File: config.mk
export PLATFORM = sky130hd
export DESIGN_NAME = nidpr_top
export DESIGN_NICKNAME = d
export VERILOG_FILES = /design/src/core/nidpr_pkg.sv /design/src/core/nidpr_phy_req.sv /design/src/core/nidpr_top.sv
export VERILOG_INCLUDE_DIRS = /design/src /design/src/core
export SDC_FILE = /design/constraint.sdc
export NUM_CORES = 1
export LEC_CHECK = 0
export ABC_AREA = 1
export BUFFER_PORTS_ARGS = -buffer_cell sky130_fd_sc_hd__buf_2
export CORE_MARGIN = 1.5
export CORE_UTILIZATION = 56
export CTS_CLUSTER_DIAMETER = 150
export CTS_CLUSTER_SIZE = 10
export DETAILED_ROUTE_END_ITERATION = 8
export PLACE_DENSITY = 0.86
export SLEW_MARGIN = 10
export SYNTH_ARGS = -nofsm -noshare
export SYNTH_HDL_FRONTEND = slang
export SYNTH_SLANG_ARGS = --single-unit
export TNS_END_PERCENT = 20
File: constraint.sdc
create_clock -name CLK -period 3.42 [get_ports CLK]
set_input_delay 0.684 -clock CLK [delete_from_list [all_inputs] [get_ports CLK]]
set_output_delay 0.684 -clock CLK [all_outputs]
set_load 0.02 [all_outputs]
File: src/core/nidpr_params.svh
// Register offsets, field positions, reset values for node identity and PHY access
`ifndef NIDPR_PARAMS_SVH
`define NIDPR_PARAMS_SVH
`define NIDPR_OFF_NODE_ID      12'h0E8
`define NIDPR_OFF_PHY_ACC      12'h0EC
`define NIDPR_BUS_INDEX_RST    10'h3FF
`define NIDPR_NODE_VALID_BIT   31
`define NIDPR_ROOT_BIT         30
`define NIDPR_CPG_BIT          27
`define NIDPR_RD_DONE_BIT      31
`define NIDPR_RD_REQ_BIT       15
`define NIDPR_WR_REQ_BIT       14
`endif

File: src/core/nidpr_pkg.sv
// Types shared by the node identity and PHY access block
package nidpr_pkg;
  typedef struct packed {
    logic       valid;
    logic       is_write;
    logic [3:0] addr;
    logic [7:0] data;
  } nidpr_phy_req_t;

  typedef struct packed {
    logic       valid;
    logic [3:0] addr;
    logic [7:0] data;
  } nidpr_phy_resp_t;

  typedef struct packed {
    logic        valid;
    logic        root;
    logic        power_ok;
    logic [5:0]  node;
  } nidpr_selfid_t;

  typedef enum logic [2:0] {
    NIDPR_IDLE = 3'b001,
    NIDPR_SEND = 3'b010,
    NIDPR_DONE = 3'b100
  } nidpr_req_state_t;
endpackage : nidpr_pkg

File: src/core/nidpr_phy_req.sv
// Request sequencer: hands a pending PHY register request to the link-PHY port
module nidpr_phy_req (
  input  wire logic                    clk,
  input  wire logic                    nrst,
  input  wire logic                    rd_pend,
  input  wire logic                    wr_pend,
  input  wire logic [3:0]              addr,
  input  wire logic [7:0]              wdata,
  input  wire logic                    phy_ready,
  output nidpr_pkg::nidpr_phy_req_t    phy_req,
  output logic                         sent
);
  typedef struct packed {
    nidpr_pkg::nidpr_req_state_t st;
    nidpr_pkg::nidpr_phy_req_t   req;
  } nidpr_seq_t;

  nidpr_seq_t s_reg;
  nidpr_seq_t s_next;

  always_comb
  begin
    s_next = s_reg;
    unique case (s_reg.st)
      nidpr_pkg::NIDPR_IDLE:
      begin
        if (rd_pend || wr_pend)
        begin
          s_next.req.valid    = 1'b1;
          s_next.req.is_write = wr_pend;
          s_next.req.addr     = addr;
          s_next.req.data     = wr_pend ? wdata : 8'h00;
          s_next.st           = nidpr_pkg::NIDPR_SEND;
        end
      end
      nidpr_pkg::NIDPR_SEND:
      begin
        if (phy_ready)
        begin
          s_next.req.valid = 1'b0;
          s_next.st        = nidpr_pkg::NIDPR_DONE;
        end
      end
      nidpr_pkg::NIDPR_DONE:
      begin
        s_next.st = nidpr_pkg::NIDPR_IDLE;
      end
      default:
      begin
        s_next = '0;
        s_next.st = nidpr_pkg::NIDPR_IDLE;
      end
    endcase
  end

  always_ff @(posedge clk or negedge nrst)
  begin
    if (!nrst)
    begin
      s_reg    <= '0;
      s_reg.st <= nidpr_pkg::NIDPR_IDLE;
    end
    else
      s_reg <= s_next;
  end

  assign phy_req = s_reg.req;
  assign sent    = (s_reg.st == nidpr_pkg::NIDPR_DONE);
endmodule : nidpr_phy_req

File: src/core/nidpr_top.sv
// Node identity register and PHY register mailbox behind an APB slave
//
// The APB interface to the registers is this design's own decision.
`include "nidpr_params.svh"
module nidpr_top (
  input  wire logic                    CLK,
  input  wire logic                    NRST,
  input  wire logic                    PSEL,
  input  wire logic                    PENABLE,
  input  wire logic                    PWRITE,
  input  wire logic [11:0]             PADDR,
  input  wire logic [31:0]             PWDATA,
  output logic      [31:0]             PRDATA,
  output logic                         PREADY,
  output logic                         PSLVERR,
  input  wire logic                    BUS_RESET,
  input  nidpr_pkg::nidpr_selfid_t     SELFID,
  input  nidpr_pkg::nidpr_phy_resp_t   PHY_RESP,
  input  wire logic                    PHY_REQ_READY,
  output nidpr_pkg::nidpr_phy_req_t    PHY_REQ,
  output logic      [15:0]             NODE_ID,
  output logic                         NODE_ID_VALID
);
  typedef struct packed {
    logic        node_id_valid;
    logic        root;
    logic        cable_power_good;
    logic [9:0]  bus_index;
    logic [5:0]  phys_node_index;
    logic        phy_read_complete;
    logic [3:0]  returned_reg_addr;
    logic [7:0]  returned_reg_value;
    logic        phy_read_request;
    logic        phy_write_request;
    logic [3:0]  target_phy_reg_addr;
    logic [7:0]  phy_write_value;
    logic [31:0] rdata;
  } nidpr_state_t;

  nidpr_state_t s_reg;
  nidpr_state_t s_next;
  logic         req_sent;

  function automatic logic [31:0] node_word(input nidpr_state_t s);
    logic [31:0] w;
    w = 32'h0000_0000;
    w[`NIDPR_NODE_VALID_BIT] = s.node_id_valid;
    w[`NIDPR_ROOT_BIT]       = s.root;
    w[`NIDPR_CPG_BIT]        = s.cable_power_good;
    w[15:0]                  = {s.bus_index, s.phys_node_index};
    return w;
  endfunction : node_word

  function automatic logic [31:0] phy_word(input nidpr_state_t s);
    logic [31:0] w;
    w = 32'h0000_0000;
    w[`NIDPR_RD_DONE_BIT] = s.phy_read_complete;
    w[27:24]              = s.returned_reg_addr;
    w[23:16]              = s.returned_reg_value;
    w[`NIDPR_RD_REQ_BIT]  = s.phy_read_request;
    w[`NIDPR_WR_REQ_BIT]  = s.phy_write_request;
    w[11:8]               = s.target_phy_reg_addr;
    w[7:0]                = s.phy_write_value;
    return w;
  endfunction : phy_word

  nidpr_phy_req u_req (
    .clk       (CLK),
    .nrst      (NRST),
    .rd_pend   (s_reg.phy_read_request),
    .wr_pend   (s_reg.phy_write_request),
    .addr      (s_reg.target_phy_reg_addr),
    .wdata     (s_reg.phy_write_value),
    .phy_ready (PHY_REQ_READY),
    .phy_req   (PHY_REQ),
    .sent      (req_sent)
  );

  logic apb_setup;
  logic apb_wr;
  logic hit_node;
  logic hit_phy;

  assign apb_setup = PSEL && !PENABLE;
  assign apb_wr    = PSEL && PENABLE && PWRITE;
  assign hit_node  = (PADDR == `NIDPR_OFF_NODE_ID);
  assign hit_phy   = (PADDR == `NIDPR_OFF_PHY_ACC);

  always_comb
  begin
    s_next = s_reg;
    // Read data captured in setup phase, stands through access
    if (apb_setup && !PWRITE)
    begin
      if (hit_node)
        s_next.rdata = node_word(s_reg);
      else if (hit_phy)
        s_next.rdata = phy_word(s_reg);
      else
        s_next.rdata = 32'h0000_0000;
    end
    // Request bits drop once the sequencer has sent them
    if (req_sent)
    begin
      s_next.phy_read_request  = 1'b0;
      s_next.phy_write_request = 1'b0;
    end
    if (apb_wr && hit_node)
      s_next.bus_index = PWDATA[15:6];
    if (apb_wr && hit_phy)
    begin
      s_next.target_phy_reg_addr = PWDATA[11:8];
      s_next.phy_write_value     = PWDATA[7:0];
      // A new request is only latched while none is in flight
      if (!s_reg.phy_read_request && !s_reg.phy_write_request)
      begin
        s_next.phy_read_request  = PWDATA[`NIDPR_RD_REQ_BIT];
        s_next.phy_write_request = PWDATA[`NIDPR_WR_REQ_BIT];
      end
      if (PWDATA[`NIDPR_RD_REQ_BIT] || PWDATA[`NIDPR_WR_REQ_BIT])
        s_next.phy_read_complete = 1'b0;
    end
    // Returned transfer wins over a same-cycle clear
    if (PHY_RESP.valid)
    begin
      s_next.phy_read_complete  = 1'b1;
      s_next.returned_reg_addr  = PHY_RESP.addr;
      s_next.returned_reg_value = PHY_RESP.data;
    end
    if (SELFID.power_ok)
      s_next.cable_power_good = 1'b1;
    else
      s_next.cable_power_good = 1'b0;
    if (BUS_RESET)
    begin
      s_next.node_id_valid = 1'b0;
      s_next.root          = SELFID.root;
    end
    else if (SELFID.valid)
    begin
      s_next.node_id_valid   = 1'b1;
      s_next.root            = SELFID.root;
      s_next.phys_node_index = SELFID.node;
    end
  end

  always_ff @(posedge CLK or negedge NRST)
  begin
    if (!NRST)
    begin
      s_reg           <= '0;
      s_reg.bus_index <= `NIDPR_BUS_INDEX_RST;
    end
    else
      s_reg <= s_next;
  end

  assign PRDATA        = s_reg.rdata;
  assign PREADY        = 1'b1;
  assign PSLVERR       = 1'b0;
  assign NODE_ID       = {s_reg.bus_index, s_reg.phys_node_index};
  assign NODE_ID_VALID = s_reg.node_id_valid;
endmodule : nidpr_top

==> flow_metrics.env <==
export IMPL_status="completed"
export IMPL_required_ns=3.73
export IMPL_numCtsBuffers=9
export IMPL_max_slew_margin_rel_pct=40.9
export IMPL_fillerInstances=678
export IMPL_clockRootBuffer="clkbuf_8"
export IMPL_worstMarginPinSlew_ns=0.885
export IMPL_period_share_pct=56.4
export IMPL_critPathMostFrequentCell="nand2_1"
export IMPL_netlist_top_cells_area="dfrtp_1 45%, nand2_1 20%, buf_4 11%"
export IMPL_reg2reg_depth=7
export IMPL_grt_pass1_vias=3418
export IMPL_sw_frac_of_total_pct=31.0
export IMPL_dieArea_um2=8780
export IMPL_p_per_area_nw_per_um2=472
export IMPL_p_int_mw=1.61
export IMPL_cp_slowest_stage_delay_ns=0.44
export IMPL_cp_cell_sequence="buf_2, nor2_1, nand2_1, inv_2, nand2_4, nor3_4, nand2_1, nand2_1"
export IMPL_drt_iter0_markers=192
export IMPL_slew_viol_final=0
export IMPL_synthCells=554
export IMPL_rows=32
export IMPL_critPathArrivalTime_ns=2.23
export IMPL_synth_area_um2=4600
export IMPL_nets=673
export IMPL_hpwl_mm=6.98
export IMPL_switchingPower_mw=0.726
export IMPL_die_width_um=93.7
export IMPL_ys_seq_elements=93
export IMPL_drc=0
export IMPL_first_pass_iters=6
export IMPL_ir_worst_vdd_v=0.000219
export IMPL_syn_to_final_growth_pct=7.58
export IMPL_h_tree_depth=3
export IMPL_viasPerCell=5.22
export IMPL_p_seq_share_pct=52.3
export IMPL_crit_type="in -> reg"
export IMPL_io_buffers=117
export IMPL_diodes=0
export IMPL_ant_nets=0
export IMPL_vias=3693
export IMPL_clock_path_buffers=2
export IMPL_synth_warnings=0
export IMPL_die_h_um=93.7
export IMPL_wl_per_cell_um=14.2
export IMPL_cts_tree="done"
export IMPL_ios=138
export IMPL_cts_resized=0
export IMPL_grt_ovfl_total=0
export IMPL_yosysTopAreaCellShare_pct=44.6
export IMPL_grt_first_pass_wirelength_mm=15.7
export IMPL_skew_ns=0.0134
export IMPL_p_comb_share_pct=16.9
export IMPL_slowest_stage="inv_2"
export IMPL_coreArea_um2=7850
export IMPL_rsz0062_at_grt="no"
export IMPL_timing_fmax_mhz=519
export IMPL_setup_viol=0
export IMPL_endpoint_kind="register"
export IMPL_yosysTopAreaCell="dfrtp_1"
export IMPL_ff2ff_setup_slack_ns=1.88
export IMPL_layout_min_cycle_time_ns=1.93
export IMPL_setup_tns_ns=0
export IMPL_path_max_fanout=33
export IMPL_cp_start_kind="input port"
export IMPL_power_frac_clock_pct=30.8
export IMPL_leakage_nw=3.03
export IMPL_layout_drive_gt1_share_pct=28.6
export IMPL_drt_wl_total_mm=10.0
export IMPL_routabilityCongestion=0.899
export IMPL_largest_reg_flops=30
export IMPL_hold_viol=0
export IMPL_initial_core_util_pct=58.7
export IMPL_postCtsSetupBuffers=0
export IMPL_maxCapViolCount=0
export IMPL_clk_pin_slew_worst_paths_ns=0.10
export IMPL_grt_use_total_pct=23.4
export IMPL_ys_seq_area_share_pct=50.8
export IMPL_clock_latency_ns=0.36
export IMPL_hp_class="in -> async"
export IMPL_antenna_found_initial=0
export IMPL_yosys_cell_types_count=27
export IMPL_ctsHoldBuffers=0
export IMPL_cts_sinks=93
export IMPL_syn_area_per_cell_um2=8.31
export IMPL_post_route_util_pct=63.1
export IMPL_grt_max_degree=94
[metal layers]
layer	track usage [%]	share of wire [%]
met5	0	0
met4	10.8	3.3
met3	5.58	7.7
met2	38.1	47
met1	29.7	42
[synth_stat cells, drive strengths merged]
cell type	n
nand4	17
mux2	1
o21ai	15
dfstp	11
clkbuf	8
nand2	247
nor2	13
inv	31
or2	1
a21oi	2
nor3	2
buf	78
nand3	44
dfrtp	82
conb	2
[stage by stage]
stage	area, um2	instances	worst slack (ns)	hold slack, ns	power (mW)
after floorplan	4610	556	1.85	0.388	1.54
after global placement	4730	690	1.21	0.452	1.60
after detailed placement	4730	690	1.13	0.454	1.63
after CTS	4930	706	1.51	0.425	2.34
after global routing	4950	707	1.32	0.321	2.44
final	4950	707	1.49	0.303	2.34
[critical path, delay by kind of cell]
family	cells	cell delay, ns
and+or+nand+nor	6	1.02
buffers and inverters	2	0.53
[cell type report]
class	instances	area, um2	area share [%]
Sequential cell	93	2340	47.3
Inverter	31	116	2.35
Clock inverter	6	65.1	1.31
Clock buffer	10	128	2.58
Tap cell	102	128	2.58
Timing Repair Buffer	119	623	12.6
Multi-Input combinational cell	346	1550	31.3
[cells by family after synthesis]
logic type | after synthesis | synth area share [%]
simple gates | 324 | 31.0
other cells | 2 | 0.163
buf+inv | 117 | 15.7
mux | 1 | 0.245
flops | 93 | 50.8
compound gates | 17 | 2.01
[power by group through the flow]
stage	Sequential (mW)	Combinational, mW	Clock (mW)
6_report	1.22	0.395	0.721
5_1_grt	1.23	0.435	0.773
3_5_place_dp	1.24	0.385	0
2_1_floorplan	1.22	0.323	0
3_3_place_gp	1.24	0.367	0
4_1_cts	1.22	0.390	0.732
[worst paths after layout]
| path | from | endpoint |
|---|---|---|
| max | PADDR[9] | s_reg[38] |
| min | NRST | u_req.phy_req[10] |
| max reg2reg | s_reg[44] | u_req.phy_req[12] |
| min reg2reg | u_req.phy_req[3] | u_req.phy_req[3] |
| max in group asynchronous | NRST | u_req.s_reg[14] |
| min in group CLK | SELFID[6] | s_reg[75] |
[layout by cell type (no fill, tap or decap)]
| master | netlist | final |
|---|---|---|
| nand2_1 | 242 | 242 |
| nor2_4 | 3 | 3 |
| o21ai_2 | 2 | 2 |
| buf_2 | 9 | 116 |
| clkbuf_1 | 8 | 1 |
| inv_1 | 21 | 21 |
| o21ai_0 | 1 | 1 |
| clkinv_2 | 0 | 2 |
| or2_1 | 1 | 1 |
| dfrtp_1 | 82 | 82 |
| a21oi_1 | 2 | 2 |
| nand3_2 | 1 | 1 |
| dfstp_2 | 11 | 11 |
| nor2_2 | 2 | 2 |
| inv_2 | 10 | 10 |
| nand2_2 | 2 | 2 |
| clkinvlp_4 | 0 | 1 |
| nand4_1 | 17 | 17 |
| bufinv_16 | 0 | 1 |
| buf_4 | 65 | 2 |
| nand3_1 | 43 | 43 |
| nor2_1 | 6 | 6 |
| clkbuf_8 | 0 | 9 |
| nor3_4 | 1 | 2 |
| clkinv_4 | 0 | 2 |
| conb_1 | 2 | 4 |
| nand2_4 | 3 | 3 |
| buf_16 | 0 | 1 |
| o21ai_1 | 12 | 12 |
| mux2_2 | 1 | 1 |
| nor2_8 | 2 | 2 |
Power figures use the tool's default switching activity.
